**src/intc_pkg.sv**
```systemverilog
`default_nettype none
package intc_pkg;
   // Sources and levels
   localparam int          NUM_SRC      = 28;
   localparam logic [5:0]  SRC_BASE_NUM = 6'h04;
   localparam logic [5:0]  TRAP_USP_MIN = 6'h20;
   localparam logic [2:0]  LVL_DIS      = 3'h0;
   localparam logic [2:0]  LVL_TOP      = 3'h7;
   localparam int          CTRL_PEND    = 3;
   // Special sources, index 0 wins
   localparam int          SPC_N        = 7;
   localparam int          SPC_DEBUG    = 0;
   localparam int          SPC_NMI      = 1;
   localparam int          SPC_WDOG     = 2;
   localparam int          SPC_OSC      = 3;
   localparam int          SPC_LVD      = 4;
   localparam int          SPC_AMATCH   = 5;
   localparam int          SPC_STEP     = 6;
   localparam logic [6:0]  SPC_IPL_TOP  = 7'h1E;
   // Fixed vector addresses
   localparam logic [19:0] VEC_AMATCH   = 20'hFFFE8;
   localparam logic [19:0] VEC_STEP     = 20'hFFFEC;
   localparam logic [19:0] VEC_WDOG     = 20'hFFFF0;
   localparam logic [19:0] VEC_DEBUG    = 20'hFFFF4;
   localparam logic [19:0] VEC_NMI      = 20'hFFFF8;
   localparam logic [19:0] INFO_ADDR    = 20'h00000;
   // Status word fields
   localparam int          PSW_D        = 1;
   localparam int          PSW_I        = 6;
   localparam int          PSW_U        = 7;
   localparam int          PSW_IPL_LO   = 12;
   localparam int          PSW_IPL_HI   = 14;
   localparam logic [15:0] PSW_RST      = 16'h0000;
   localparam logic [19:0] SP_RST       = 20'h00000;
   localparam logic [19:0] VECTOR_TABLE_BASE_RST     = 20'h00000;
   // Register offsets
   localparam logic [11:0] OFF_CTRL     = 12'h000;
   localparam logic [11:0] OFF_PSW      = 12'h080;
   localparam logic [11:0] OFF_ISP      = 12'h084;
   localparam logic [11:0] OFF_USP      = 12'h088;
   localparam logic [11:0] OFF_VECTOR_TABLE_BASE     = 12'h08C;
   localparam logic [11:0] OFF_STATUS   = 12'h090;
   localparam logic [11:0] OFF_INFO     = 12'h094;
   localparam logic [1:0]  HTRANS_NSEQ  = 2'h2;
   // Entry and return sequencer
   typedef enum logic [3:0] {
      ST_IDLE   = 4'b0000,
      ST_INFO   = 4'b0001,
      ST_PUSH_F = 4'b0010,
      ST_PUSH_P = 4'b0011,
      ST_VEC_L  = 4'b0100,
      ST_VEC_H  = 4'b0101,
      ST_POP_P  = 4'b0110,
      ST_POP_F  = 4'b0111
   } seq_state_t;
   typedef enum logic [1:0] {
      KIND_MASK = 2'b00,
      KIND_TRAP = 2'b01,
      KIND_SPC  = 2'b10
   } src_kind_t;
endpackage
`default_nettype wire

```
**src/maskable_interrupt_priority_control.sv**
```systemverilog
`timescale 1ns/1ps
`default_nettype none
module maskable_interrupt_priority_control
   import intc_pkg::*;
(
   // Clock and reset
   input  wire logic               hclk,
   input  wire logic               hresetn,
   // AHB-Lite slave
   input  wire logic               hsel,
   input  wire logic [31:0]        haddr,
   input  wire logic [1:0]         htrans,
   input  wire logic               hwrite,
   input  wire logic [2:0]         hsize,
   input  wire logic [31:0]        hwdata,
   input  wire logic               hready,
   output logic      [31:0]        hrdata,
   output logic                    hreadyout,
   output logic                    hresp,
   // Interrupt sources
   input  wire logic [NUM_SRC-1:0] src_req,
   input  wire logic [SPC_N-1:0]   special_req,
   input  wire logic               trap_req,
   input  wire logic [5:0]         trap_num,
   // CPU core
   input  wire logic               insn_done,
   input  wire logic               insn_suspendable,
   input  wire logic               return_from_trap_op_req,
   input  wire logic [19:0]        cpu_pc,
   output logic                    seq_busy,
   output logic                    pc_load,
   output logic      [19:0]        pc_new,
   output logic      [15:0]        psw_out,
   // Sequence memory port
   output logic                    mem_req,
   output logic      [19:0]        mem_addr,
   output logic                    mem_wr,
   output logic                    mem_byte,
   output logic      [15:0]        mem_wdata,
   input  wire logic               mem_ack,
   input  wire logic [15:0]        mem_rdata
);
   logic [NUM_SRC-1:0] pend_reg;
   logic [2:0]         prio_reg [0:NUM_SRC-1];
   logic [15:0]        psw_reg;
   logic [19:0]        isp_reg;
   logic [19:0]        usp_reg;
   logic [19:0]        vector_table_base_reg;
   seq_state_t         state_reg;
   seq_state_t         state_next;
   src_kind_t          kind_reg;
   logic [5:0]         num_reg;
   logic [2:0]         lvl_reg;
   logic [2:0]         spc_idx_reg;
   logic [15:0]        tmp_flg_reg;
   logic [19:0]        pc_reg;
   logic [19:0]        sp_reg;
   logic               usp_sel_reg;
   logic [19:0]        vec_base_reg;
   logic               half_reg;
   logic               half_next;
   logic [15:0]        word_reg;
   logic [15:0]        info_reg;
   logic               wr_act_reg;
   logic [11:0]        wr_off_reg;
   // Bus address phase
   logic        ahb_go;
   logic [11:0] ahb_off;
   logic [31:0] rd_val;
   assign ahb_go  = hsel && hready && (htrans == HTRANS_NSEQ);
   assign ahb_off = haddr[11:0];

   // Priority chain over maskable sources
   logic [2:0] chain_lvl [0:NUM_SRC];
   logic [4:0] chain_idx [0:NUM_SRC];
   assign chain_lvl[0] = LVL_DIS;
   assign chain_idx[0] = 5'h00;
   genvar g;
   generate
      for (g = 0; g < NUM_SRC; g++) begin : gen_src
         logic take;
         logic ctrl_wr;
         assign take    = pend_reg[g] && (prio_reg[g] > chain_lvl[g]);
         assign chain_lvl[g+1] = take ? prio_reg[g] : chain_lvl[g];
         assign chain_idx[g+1] = take ? 5'(g) : chain_idx[g];
         assign ctrl_wr = wr_act_reg && (wr_off_reg == OFF_CTRL + 12'(g * 4));
         always_ff @(posedge hclk or negedge hresetn) begin
            if (!hresetn) begin
               pend_reg[g] <= 1'b0;
            end else if (src_req[g]) begin
               pend_reg[g] <= 1'b1;
            end else if (state_reg == ST_INFO && mem_ack && kind_reg == KIND_MASK &&
                         num_reg == SRC_BASE_NUM + 6'(g)) begin
               pend_reg[g] <= 1'b0;
            end else if (ctrl_wr && !hwdata[CTRL_PEND]) begin
               pend_reg[g] <= 1'b0;
            end
         end
         always_ff @(posedge hclk or negedge hresetn) begin
            if (!hresetn) begin
               prio_reg[g] <= LVL_DIS;
            end else if (ctrl_wr) begin
               prio_reg[g] <= hwdata[2:0];
            end
         end
      end
   endgenerate

   // Acceptance decision
   logic [2:0] best_lvl;
   logic [4:0] best_idx;
   logic       sample;
   logic       mask_ok;
   logic       spc_any;
   logic [2:0] spc_pick;
   logic       acc_return_from_trap_op;
   logic       acc_spc;
   logic       acc_trap;
   logic       acc_mask;
   logic       accept;
   assign best_lvl = chain_lvl[NUM_SRC];
   assign best_idx = chain_idx[NUM_SRC];
   assign sample   = (state_reg == ST_IDLE) && (insn_done || insn_suspendable);
   assign mask_ok  = psw_reg[PSW_I] && (best_lvl > psw_reg[PSW_IPL_HI:PSW_IPL_LO]);
   assign spc_any  = |special_req;
   always_comb begin
      spc_pick = 3'h0;
      for (int k = SPC_N - 1; k >= 0; k--) begin
         if (special_req[k]) begin
            spc_pick = 3'(k);
         end
      end
   end
   assign acc_return_from_trap_op = sample && return_from_trap_op_req;
   assign acc_spc  = sample && !return_from_trap_op_req && spc_any;
   assign acc_trap = sample && !return_from_trap_op_req && !spc_any && trap_req;
   assign acc_mask = sample && !return_from_trap_op_req && !spc_any && !trap_req && mask_ok;
   assign accept   = acc_spc || acc_trap || acc_mask;

   // Stack pointer for the sequence
   logic        high_trap;
   logic        use_usp;
   logic [19:0] sp_cur;
   logic [19:0] sp_use;
   assign high_trap = acc_trap && (trap_num >= TRAP_USP_MIN);
   assign use_usp   = (high_trap || acc_return_from_trap_op) && psw_reg[PSW_U];
   assign sp_cur    = use_usp ? usp_reg : isp_reg;
   assign sp_use    = (state_reg == ST_IDLE) ? sp_cur : sp_reg;

   // Sequencer
   logic last_part;
   assign last_part = !sp_reg[0] || half_reg ||
                      state_reg == ST_INFO || state_reg == ST_VEC_L || state_reg == ST_VEC_H;
   always_comb begin
      state_next = state_reg;
      half_next  = half_reg;
      if (state_reg == ST_IDLE) begin
         if (acc_return_from_trap_op) begin
            state_next = ST_POP_P;
         end else if (accept) begin
            state_next = ST_INFO;
         end
      end else if (mem_ack) begin
         if (!last_part) begin
            half_next = 1'b1;
         end else begin
            half_next = 1'b0;
            case (state_reg)
               ST_INFO:   state_next = ST_PUSH_F;
               ST_PUSH_F: state_next = ST_PUSH_P;
               ST_PUSH_P: state_next = ST_VEC_L;
               ST_VEC_L:  state_next = ST_VEC_H;
               ST_POP_P:  state_next = ST_POP_F;
               default:   state_next = ST_IDLE;
            endcase
         end
      end
   end
   always_ff @(posedge hclk or negedge hresetn) begin
      if (!hresetn) begin
         state_reg <= ST_IDLE;
         half_reg  <= 1'b0;
      end else begin
         state_reg <= state_next;
         half_reg  <= half_next;
      end
   end

   // Captured context at acceptance
   always_ff @(posedge hclk or negedge hresetn) begin
      if (!hresetn) begin
         kind_reg     <= KIND_MASK;
         num_reg      <= 6'h00;
         lvl_reg      <= LVL_DIS;
         spc_idx_reg  <= 3'h0;
         tmp_flg_reg  <= PSW_RST;
         pc_reg       <= 20'h00000;
         sp_reg       <= SP_RST;
         usp_sel_reg  <= 1'b0;
         vec_base_reg <= VECTOR_TABLE_BASE_RST;
      end else if (state_reg == ST_IDLE && (accept || acc_return_from_trap_op)) begin
         kind_reg     <= acc_spc ? KIND_SPC : (acc_trap ? KIND_TRAP : KIND_MASK);
         num_reg      <= acc_trap ? trap_num : SRC_BASE_NUM + 6'(best_idx);
         lvl_reg      <= best_lvl;
         spc_idx_reg  <= spc_pick;
         tmp_flg_reg  <= psw_reg;
         pc_reg       <= cpu_pc;
         sp_reg       <= sp_cur;
         usp_sel_reg  <= use_usp;
         vec_base_reg <= vector_table_base_reg + {12'h000, (acc_trap ? trap_num : SRC_BASE_NUM + 6'(best_idx)), 2'h0};
      end
   end

   // Fixed vectors for special sources
   logic [19:0] vec_addr;
   always_comb begin
      case (spc_idx_reg)
         3'(SPC_DEBUG):  vec_addr = VEC_DEBUG;
         3'(SPC_NMI):    vec_addr = VEC_NMI;
         3'(SPC_AMATCH): vec_addr = VEC_AMATCH;
         3'(SPC_STEP):   vec_addr = VEC_STEP;
         default:        vec_addr = VEC_WDOG;
      endcase
      if (kind_reg != KIND_SPC) begin
         vec_addr = vec_base_reg;
      end
   end

   // Memory port driven for the next state
   logic [15:0] flg_word;
   logic [19:0] acc_addr;
   logic [15:0] acc_data;
   logic        acc_wr;
   assign flg_word = {tmp_flg_reg[15:12], pc_reg[19:16], tmp_flg_reg[7:0]};
   always_comb begin
      acc_wr   = 1'b0;
      acc_data = 16'h0000;
      case (state_next)
         ST_INFO:   acc_addr = INFO_ADDR;
         ST_PUSH_F: begin
            acc_addr = sp_use - 20'h00002;
            acc_data = flg_word;
            acc_wr   = 1'b1;
         end
         ST_PUSH_P: begin
            acc_addr = sp_use - 20'h00004;
            acc_data = pc_reg[15:0];
            acc_wr   = 1'b1;
         end
         ST_VEC_L:  acc_addr = vec_addr;
         ST_VEC_H:  acc_addr = vec_addr + 20'h00002;
         ST_POP_P:  acc_addr = sp_use;
         ST_POP_F:  acc_addr = sp_use + 20'h00002;
         default:   acc_addr = INFO_ADDR;
      endcase
   end
   always_ff @(posedge hclk or negedge hresetn) begin
      if (!hresetn) begin
         mem_req   <= 1'b0;
         mem_addr  <= INFO_ADDR;
         mem_wr    <= 1'b0;
         mem_byte  <= 1'b0;
         mem_wdata <= 16'h0000;
      end else begin
         mem_req   <= (state_next != ST_IDLE);
         mem_wr    <= acc_wr;
         mem_byte  <= sp_use[0] && (state_next == ST_PUSH_F || state_next == ST_PUSH_P ||
                      state_next == ST_POP_P || state_next == ST_POP_F);
         mem_addr  <= acc_addr + {19'h00000, half_next};
         mem_wdata <= (sp_use[0] && half_next) ? {8'h00, acc_data[15:8]} :
                      (sp_use[0] ? {8'h00, acc_data[7:0]} : acc_data);
      end
   end

   // Read data assembly and PC load
   logic [15:0] rd_word;
   logic [7:0]  byte_reg;
   assign rd_word = !sp_reg[0] || state_reg == ST_VEC_L || state_reg == ST_VEC_H ? mem_rdata :
                    (half_reg ? {mem_rdata[7:0], byte_reg} : {8'h00, mem_rdata[7:0]});
   always_ff @(posedge hclk or negedge hresetn) begin
      if (!hresetn) begin
         word_reg <= 16'h0000;
         byte_reg <= 8'h00;
         info_reg <= 16'h0000;
         pc_load  <= 1'b0;
         pc_new   <= 20'h00000;
      end else begin
         pc_load <= 1'b0;
         if (mem_ack && state_reg != ST_IDLE) begin
            byte_reg <= mem_rdata[7:0];
            if (last_part) begin
               word_reg <= rd_word;
            end
            if (state_reg == ST_INFO) begin
               info_reg <= mem_rdata;
            end
            if (state_reg == ST_VEC_H) begin
               pc_new  <= {rd_word[3:0], word_reg};
               pc_load <= 1'b1;
            end
            if (state_reg == ST_POP_F && last_part) begin
               pc_new  <= {rd_word[11:8], word_reg};
               pc_load <= 1'b1;
            end
         end
      end
   end

   // Status word and stack pointers
   always_ff @(posedge hclk or negedge hresetn) begin
      if (!hresetn) begin
         psw_reg <= PSW_RST;
      end else if (state_reg == ST_INFO && mem_ack) begin
         psw_reg[PSW_I] <= 1'b0;
         psw_reg[PSW_D] <= 1'b0;
         if (!(kind_reg == KIND_TRAP && num_reg >= TRAP_USP_MIN)) begin
            psw_reg[PSW_U] <= 1'b0;
         end
      end else if (state_reg == ST_PUSH_P && mem_ack && last_part) begin
         if (kind_reg == KIND_MASK) begin
            psw_reg[PSW_IPL_HI:PSW_IPL_LO] <= lvl_reg;
         end else if (kind_reg == KIND_SPC && SPC_IPL_TOP[spc_idx_reg]) begin
            psw_reg[PSW_IPL_HI:PSW_IPL_LO] <= LVL_TOP;
         end
      end else if (state_reg == ST_POP_F && mem_ack && last_part) begin
         psw_reg <= {rd_word[15:12], 4'h0, rd_word[7:0]};
      end else if (wr_act_reg && wr_off_reg == OFF_PSW) begin
         psw_reg <= hwdata[15:0];
      end
   end
   always_ff @(posedge hclk or negedge hresetn) begin
      if (!hresetn) begin
         isp_reg <= SP_RST;
         usp_reg <= SP_RST;
      end else if ((state_reg == ST_PUSH_P || state_reg == ST_POP_F) && mem_ack && last_part) begin
         if (usp_sel_reg) begin
            usp_reg <= (state_reg == ST_PUSH_P) ? sp_reg - 20'h00004 : sp_reg + 20'h00004;
         end else begin
            isp_reg <= (state_reg == ST_PUSH_P) ? sp_reg - 20'h00004 : sp_reg + 20'h00004;
         end
      end else if (wr_act_reg && wr_off_reg == OFF_ISP) begin
         isp_reg <= hwdata[19:0];
      end else if (wr_act_reg && wr_off_reg == OFF_USP) begin
         usp_reg <= hwdata[19:0];
      end
   end
   always_ff @(posedge hclk or negedge hresetn) begin
      if (!hresetn) begin
         vector_table_base_reg <= VECTOR_TABLE_BASE_RST;
      end else if (wr_act_reg && wr_off_reg == OFF_VECTOR_TABLE_BASE) begin
         vector_table_base_reg <= hwdata[19:0];
      end
   end

   // AHB-Lite slave, zero wait
   always_comb begin
      rd_val = 32'h00000000;
      case (ahb_off)
         OFF_PSW:    rd_val = {16'h0000, psw_reg};
         OFF_ISP:    rd_val = {12'h000, isp_reg};
         OFF_USP:    rd_val = {12'h000, usp_reg};
         OFF_VECTOR_TABLE_BASE:   rd_val = {12'h000, vector_table_base_reg};
         OFF_STATUS: rd_val = {20'h00000, kind_reg, num_reg, state_reg};
         OFF_INFO:   rd_val = {16'h0000, info_reg};
         default: begin
            if (ahb_off < OFF_CTRL + 12'(NUM_SRC * 4)) begin
               rd_val = {28'h0000000, pend_reg[ahb_off[6:2]], prio_reg[ahb_off[6:2]]};
            end
         end
      endcase
   end
   always_ff @(posedge hclk or negedge hresetn) begin
      if (!hresetn) begin
         wr_act_reg <= 1'b0;
         wr_off_reg <= 12'h000;
         hrdata     <= 32'h00000000;
         hreadyout  <= 1'b0;
         hresp      <= 1'b0;
      end else begin
         hreadyout  <= 1'b1;
         hresp      <= 1'b0;
         wr_act_reg <= ahb_go && hwrite;
         wr_off_reg <= ahb_off;
         if (ahb_go && !hwrite) begin
            hrdata <= rd_val;
         end
      end
   end
   always_ff @(posedge hclk or negedge hresetn) begin
      if (!hresetn) begin
         seq_busy <= 1'b0;
         psw_out  <= PSW_RST;
      end else begin
         seq_busy <= (state_next != ST_IDLE);
         psw_out  <= psw_reg;
      end
   end

   // Checks
   a_mask_enable: assert property (@(posedge hclk) disable iff (!hresetn)
      acc_mask |-> psw_reg[PSW_I]) else $error("maskable accepted with enable clear");
   a_level_above: assert property (@(posedge hclk) disable iff (!hresetn)
      acc_mask |-> best_lvl > psw_reg[PSW_IPL_HI:PSW_IPL_LO] && best_lvl != LVL_DIS)
      else $error("maskable level not above PROCESSOR_PRIORITY_LEVEL");
   a_info_first: assert property (@(posedge hclk) disable iff (!hresetn)
      accept |=> mem_req && !mem_wr && mem_addr == INFO_ADDR && seq_busy)
      else $error("sequence did not start with info read");
   a_pend_clear: assert property (@(posedge hclk) disable iff (!hresetn)
      state_reg == ST_INFO && mem_ack && kind_reg == KIND_MASK && !src_req[5'(num_reg - SRC_BASE_NUM)]
      |=> !pend_reg[5'(num_reg - SRC_BASE_NUM)]) else $error("pending bit not cleared");
   a_set_wins: assert property (@(posedge hclk) disable iff (!hresetn)
      src_req[0] |=> pend_reg[0]) else $error("request lost");
   a_flags_clear: assert property (@(posedge hclk) disable iff (!hresetn)
      state_reg == ST_INFO && mem_ack |=> !psw_reg[PSW_I] && !psw_reg[PSW_D])
      else $error("flags not cleared");
   a_ipl_load: assert property (@(posedge hclk) disable iff (!hresetn)
      state_reg == ST_PUSH_P && mem_ack && last_part && kind_reg == KIND_MASK
      |=> psw_reg[PSW_IPL_HI:PSW_IPL_LO] == lvl_reg ##1 state_reg == ST_VEC_L)
      else $error("PROCESSOR_PRIORITY_LEVEL not loaded");
   a_ipl_top: assert property (@(posedge hclk) disable iff (!hresetn)
      state_reg == ST_PUSH_P && mem_ack && last_part && kind_reg == KIND_SPC && SPC_IPL_TOP[spc_idx_reg]
      |=> psw_reg[PSW_IPL_HI:PSW_IPL_LO] == LVL_TOP) else $error("PROCESSOR_PRIORITY_LEVEL not raised to top");
   a_byte_odd: assert property (@(posedge hclk) disable iff (!hresetn)
      mem_req && mem_wr |-> mem_byte == sp_reg[0]) else $error("stack width wrong");
   a_trap_go: assert property (@(posedge hclk) disable iff (!hresetn)
      acc_trap |=> state_reg == ST_INFO && kind_reg == KIND_TRAP) else $error("trap not taken");
   a_tie_low: assert property (@(posedge hclk) disable iff (!hresetn)
      pend_reg[0] && prio_reg[0] != LVL_DIS && prio_reg[0] == best_lvl |-> best_idx == 5'h00)
      else $error("tie not to lowest source");
endmodule
`default_nettype wire

```
**config.mk**
```make
export PLATFORM = sky130hd
export DESIGN_NAME = maskable_interrupt_priority_control
export DESIGN_NICKNAME = d
export VERILOG_FILES = /design/src/intc_pkg.sv /design/src/maskable_interrupt_priority_control.sv
export SDC_FILE = /design/constraint.sdc
export NUM_CORES = 1
export LEC_CHECK = 0
export BUFFER_PORTS_ARGS = -buffer_cell sky130_fd_sc_hd__buf_2
export CELL_PAD_IN_SITES_DETAIL_PLACEMENT = 0
export CELL_PAD_IN_SITES_GLOBAL_PLACEMENT = 2
export CORE_MARGIN = 2
export CORE_UTILIZATION = 38
export DETAILED_ROUTE_END_ITERATION = 10
export PLACE_DENSITY_LB_ADDON = 0.1
export SLEW_MARGIN = 30
export SYNTH_ARGS = -nofsm -noshare
export SYNTH_HDL_FRONTEND = slang
export SYNTH_SLANG_ARGS = --single-unit
```
**constraint.sdc**
```tcl
create_clock -name hclk -period 53.8 [get_ports hclk]
set_clock_uncertainty 0.2 [all_clocks]
set_input_delay 2.69 -clock hclk [delete_from_list [all_inputs] [get_ports hclk]]
set_output_delay 2.69 -clock hclk [all_outputs]
set_load 0.03 [all_outputs]
```
==> key figures <==
Outcome
  – Status: finished, final reports clean

Die
  – Placeable core area: 66800 µm²
  – DIE HEIGHT: 263 µm
  – Num ports: 267
  – Die Area: 69300 µm²
  – Die width: 263 µm
  – Row Count: 95
  – Initial Util: 0.382

Synthesis
  – Synth cell types: 101
  – Flops & latches, synth: 430
  – Compound-gate portion of the synthesized area: 0.174
  – Cells after synthesis: 2677
  – Syn avg cell area: 9.54 µm²
  – Yosys warns: 0
  – Synth Area in Simple Gates: 0.165
  – Synth top area share: 0.421
  – Area leader, netlist: dfrtp_1
  – Synthesized cell area: 25500 µm²
  – EDFF count, synth: 0
  – Synth Area in XOR/XNOR: 0.0261
  – Most used DFF post-synth: dfrtp_1
  – Post-synthesis adder-cell area fraction: 0.0353
  – Main combinational cell family by area after synthesis: compound AO/OA/AOI/OAI gates
  – Share of async-settable or async-resettable flops after synthesis: 1.00
  – Multiplexer share of the synthesized area: 0.143
  – Ranking of synthesized cells by area: dfrtp_1 (42%), mux2_2 (8.9%), nand2_1 (4.4%), nor2_1 (4.2%), a21oi_1 (3.8%)
  – Sequential share of the synthesized area: 0.421

GRT
  – First-pass GRT wire length: 134 mm
  – Vias in the first global route: 21100
  – All-Layer GR Usage: 0.252
  – Initial antenna violation count: 9
  – Largest net degree at the start of global routing: 161
  – Global route total overflow: 0

Clock tree
  – Clock buffer depth: 3
  – Post-CTS sizing: 0
  – # hold bufs at CTS: 0
  – CTS tree: built
  – Clock-pin slew on the worst setup and hold paths: 0.06 ns
  – Worst-skew pair later-pin latency: 0.64 ns
  – Root Driver: clkbuf_16
  – Num CTS Buffers: 51
  – Number of H-tree levels: 2
  – Post-CTS Setup Bufs: 0
  – Clock Sinks: 430

Critical path
  – Max stage delay cell, worst path: a2bb2oi_1
  – Arr. time, crit path: 45.08 ns
  – Critical Path Source Type: register
  – Largest stage delay, worst path: 0.69 ns
  – Req. time, crit path: 54.09 ns
  – Critical Path Most Common Cell: ha_1
  – Crit-path max FO: 19
  – CP endpoint kind: register
  – WS Path Type: reg -> reg

Pwr
  – Leak: 13.1 nW
  – Pwr Density: 56.2 nW/µm²
  – Pwr Total: 1.65 mW
  – IR drop worst, VDD: 28.8 µV

Layout
  – Layout Cells excl Fill: 3778
  – Commonest non-fill, non-tap cell in the layout: dfrtp_1
  – Final instance area: 29400 µm²
  – Multi-input combinational cell area: 14000 µm²
  – Filler cells: 6558
  – Synthesis-to-finish area growth: 15.1%
  – Sequential Area: 10800 µm²
  – Most frequent cells in the layout: dfrtp_1 (430), nand2_1 (301), nor2_1 (281)
  – Final Util: 0.440
  – Max reg flops: 84
  – Share of cells above drive strength 1: 0.221
  – Final Net Count: 3086

STA
  – Maximum clock rate: 22.3 MHz
  – Final Hold Fails: 0
  – Final setup vio count: 0
  – Min Clock Period, post-route: 44.80 ns
  – Worst-Margin Slew: 1.06 ns
  – Setup WS post-layout: 9.00 ns
  – Slew Viols, Final: 0
  – Ratio of final minimum period to clock period: 0.833
  – Unrepaired setup endpoints after global routing: no
  – Hold WS: 0.220 ns
  – Worst slew margin: 0.290
  – TNS Setup: 0 ns

Run
  – MaxCap Viol Count: 0

Placed design
  – Placed inst area: 27600 µm²
  – Half-perimeter wire length after placement: 65.2 mm
  – Final RePlAce weighted congestion: 0.912
  – Number of buffers added on ports: 218
  – Post-Place Worst Slack: 9.22 ns
  – Cell count after placement: 3682

Routing
  – DR iter-0 viols: 1764
  – Final WL: 88.6 mm
  – Pre-antenna DRT Iters: 5
  – ANT nets after route: 0
  – Routed WL per cell: 23.4 µm
  – Vias after detailed routing: 21600
  – # DRC: 0
  – Vias/cell: 5.71

Worst hold path
  – Worst Hold Class: reg -> reg
final timing paths:
check                                  start              to  slack (ns)  cells past startpoint
min in group asynchronous            hresetn    prio_reg[69]        1.90                      1
worst max-delay path            prio_reg[82]    mem_addr[18]        9.00                    198
worst min register to register    psw_reg[8]      psw_out[8]        0.22                      0
worst min-delay path              psw_reg[8]      psw_out[8]        0.22                      0
max in group asynchronous            hresetn  spc_idx_reg[2]       49.10                      4
worst max register to register  prio_reg[82]    mem_addr[18]        9.00                    198
synthesized netlist by cell type, drive strengths merged, types with 44 or more instances:
library cell / n
dfrtp: 430
mux2i: 64
nand2: 303
inv: 90
a22oi: 44
nor2: 288
nand3: 49
a21oi: 194
nand2b: 46
o21ai: 140
xnor2: 44
ha: 64
nor3: 48
clkbuf: 101
mux2: 203
logic make-up (layout without fill, tap and decap cells):
logic type / Yosys count / count (layout)
adder cells (fa/ha/maj): 72 / 72
AND/OR/NAND/NOR: 910 / 910
other: 2 / 15
XOR/XNOR: 76 / 76
multiplexers: 299 / 299
buffers and inverters: 221 / 436
flip-flops: 430 / 430
AO/OA/AOI/OAI: 667 / 667
layout make-up:
class / instances / area share
clock inverters: 23 / 0.00980
diodes: 1 / 0.0000852
multi-input cells: 2038 / 0.478
flip-flops and latches: 430 / 0.366
repair buffers: 253 / 0.0479
clock buffers: 70 / 0.0496
inverters: 90 / 0.0115
well taps: 873 / 0.0372
power breakdown:
part,internal (mW),switching (mW),leakage [nW]
combinational,0.292,0.500,7.06
sequential,0.416,0.0824,5.16
clock,0.210,0.151,0.869
total,0.918,0.733,13.1
critical path: cells and delay by family, from the launching register on:
family	cells	cell delay, ns
xor+xnor	1	0.15
compound gates	77	17.86
flops	1	0.42
fa+ha+maj	35	9.68
simple gates	66	11.69
mux	11	3.74
buf+inv	8	0.82
per-layer routing:
metal | GRT usage | routed length [µm] | share of wire | vias to the layer above
met5 | 0 | 101 | 0.0011 | -
met1 | 0.376 | 42700 | 0.48 | 10700
met4 | 0.0751 | 2250 | 0.025 | 16
met3 | 0.0533 | 6340 | 0.072 | 143
li1 | - | - | - | 10100
met2 | 0.367 | 37200 | 0.42 | 684
Note: power is estimated with default switching activity, not from simulation.
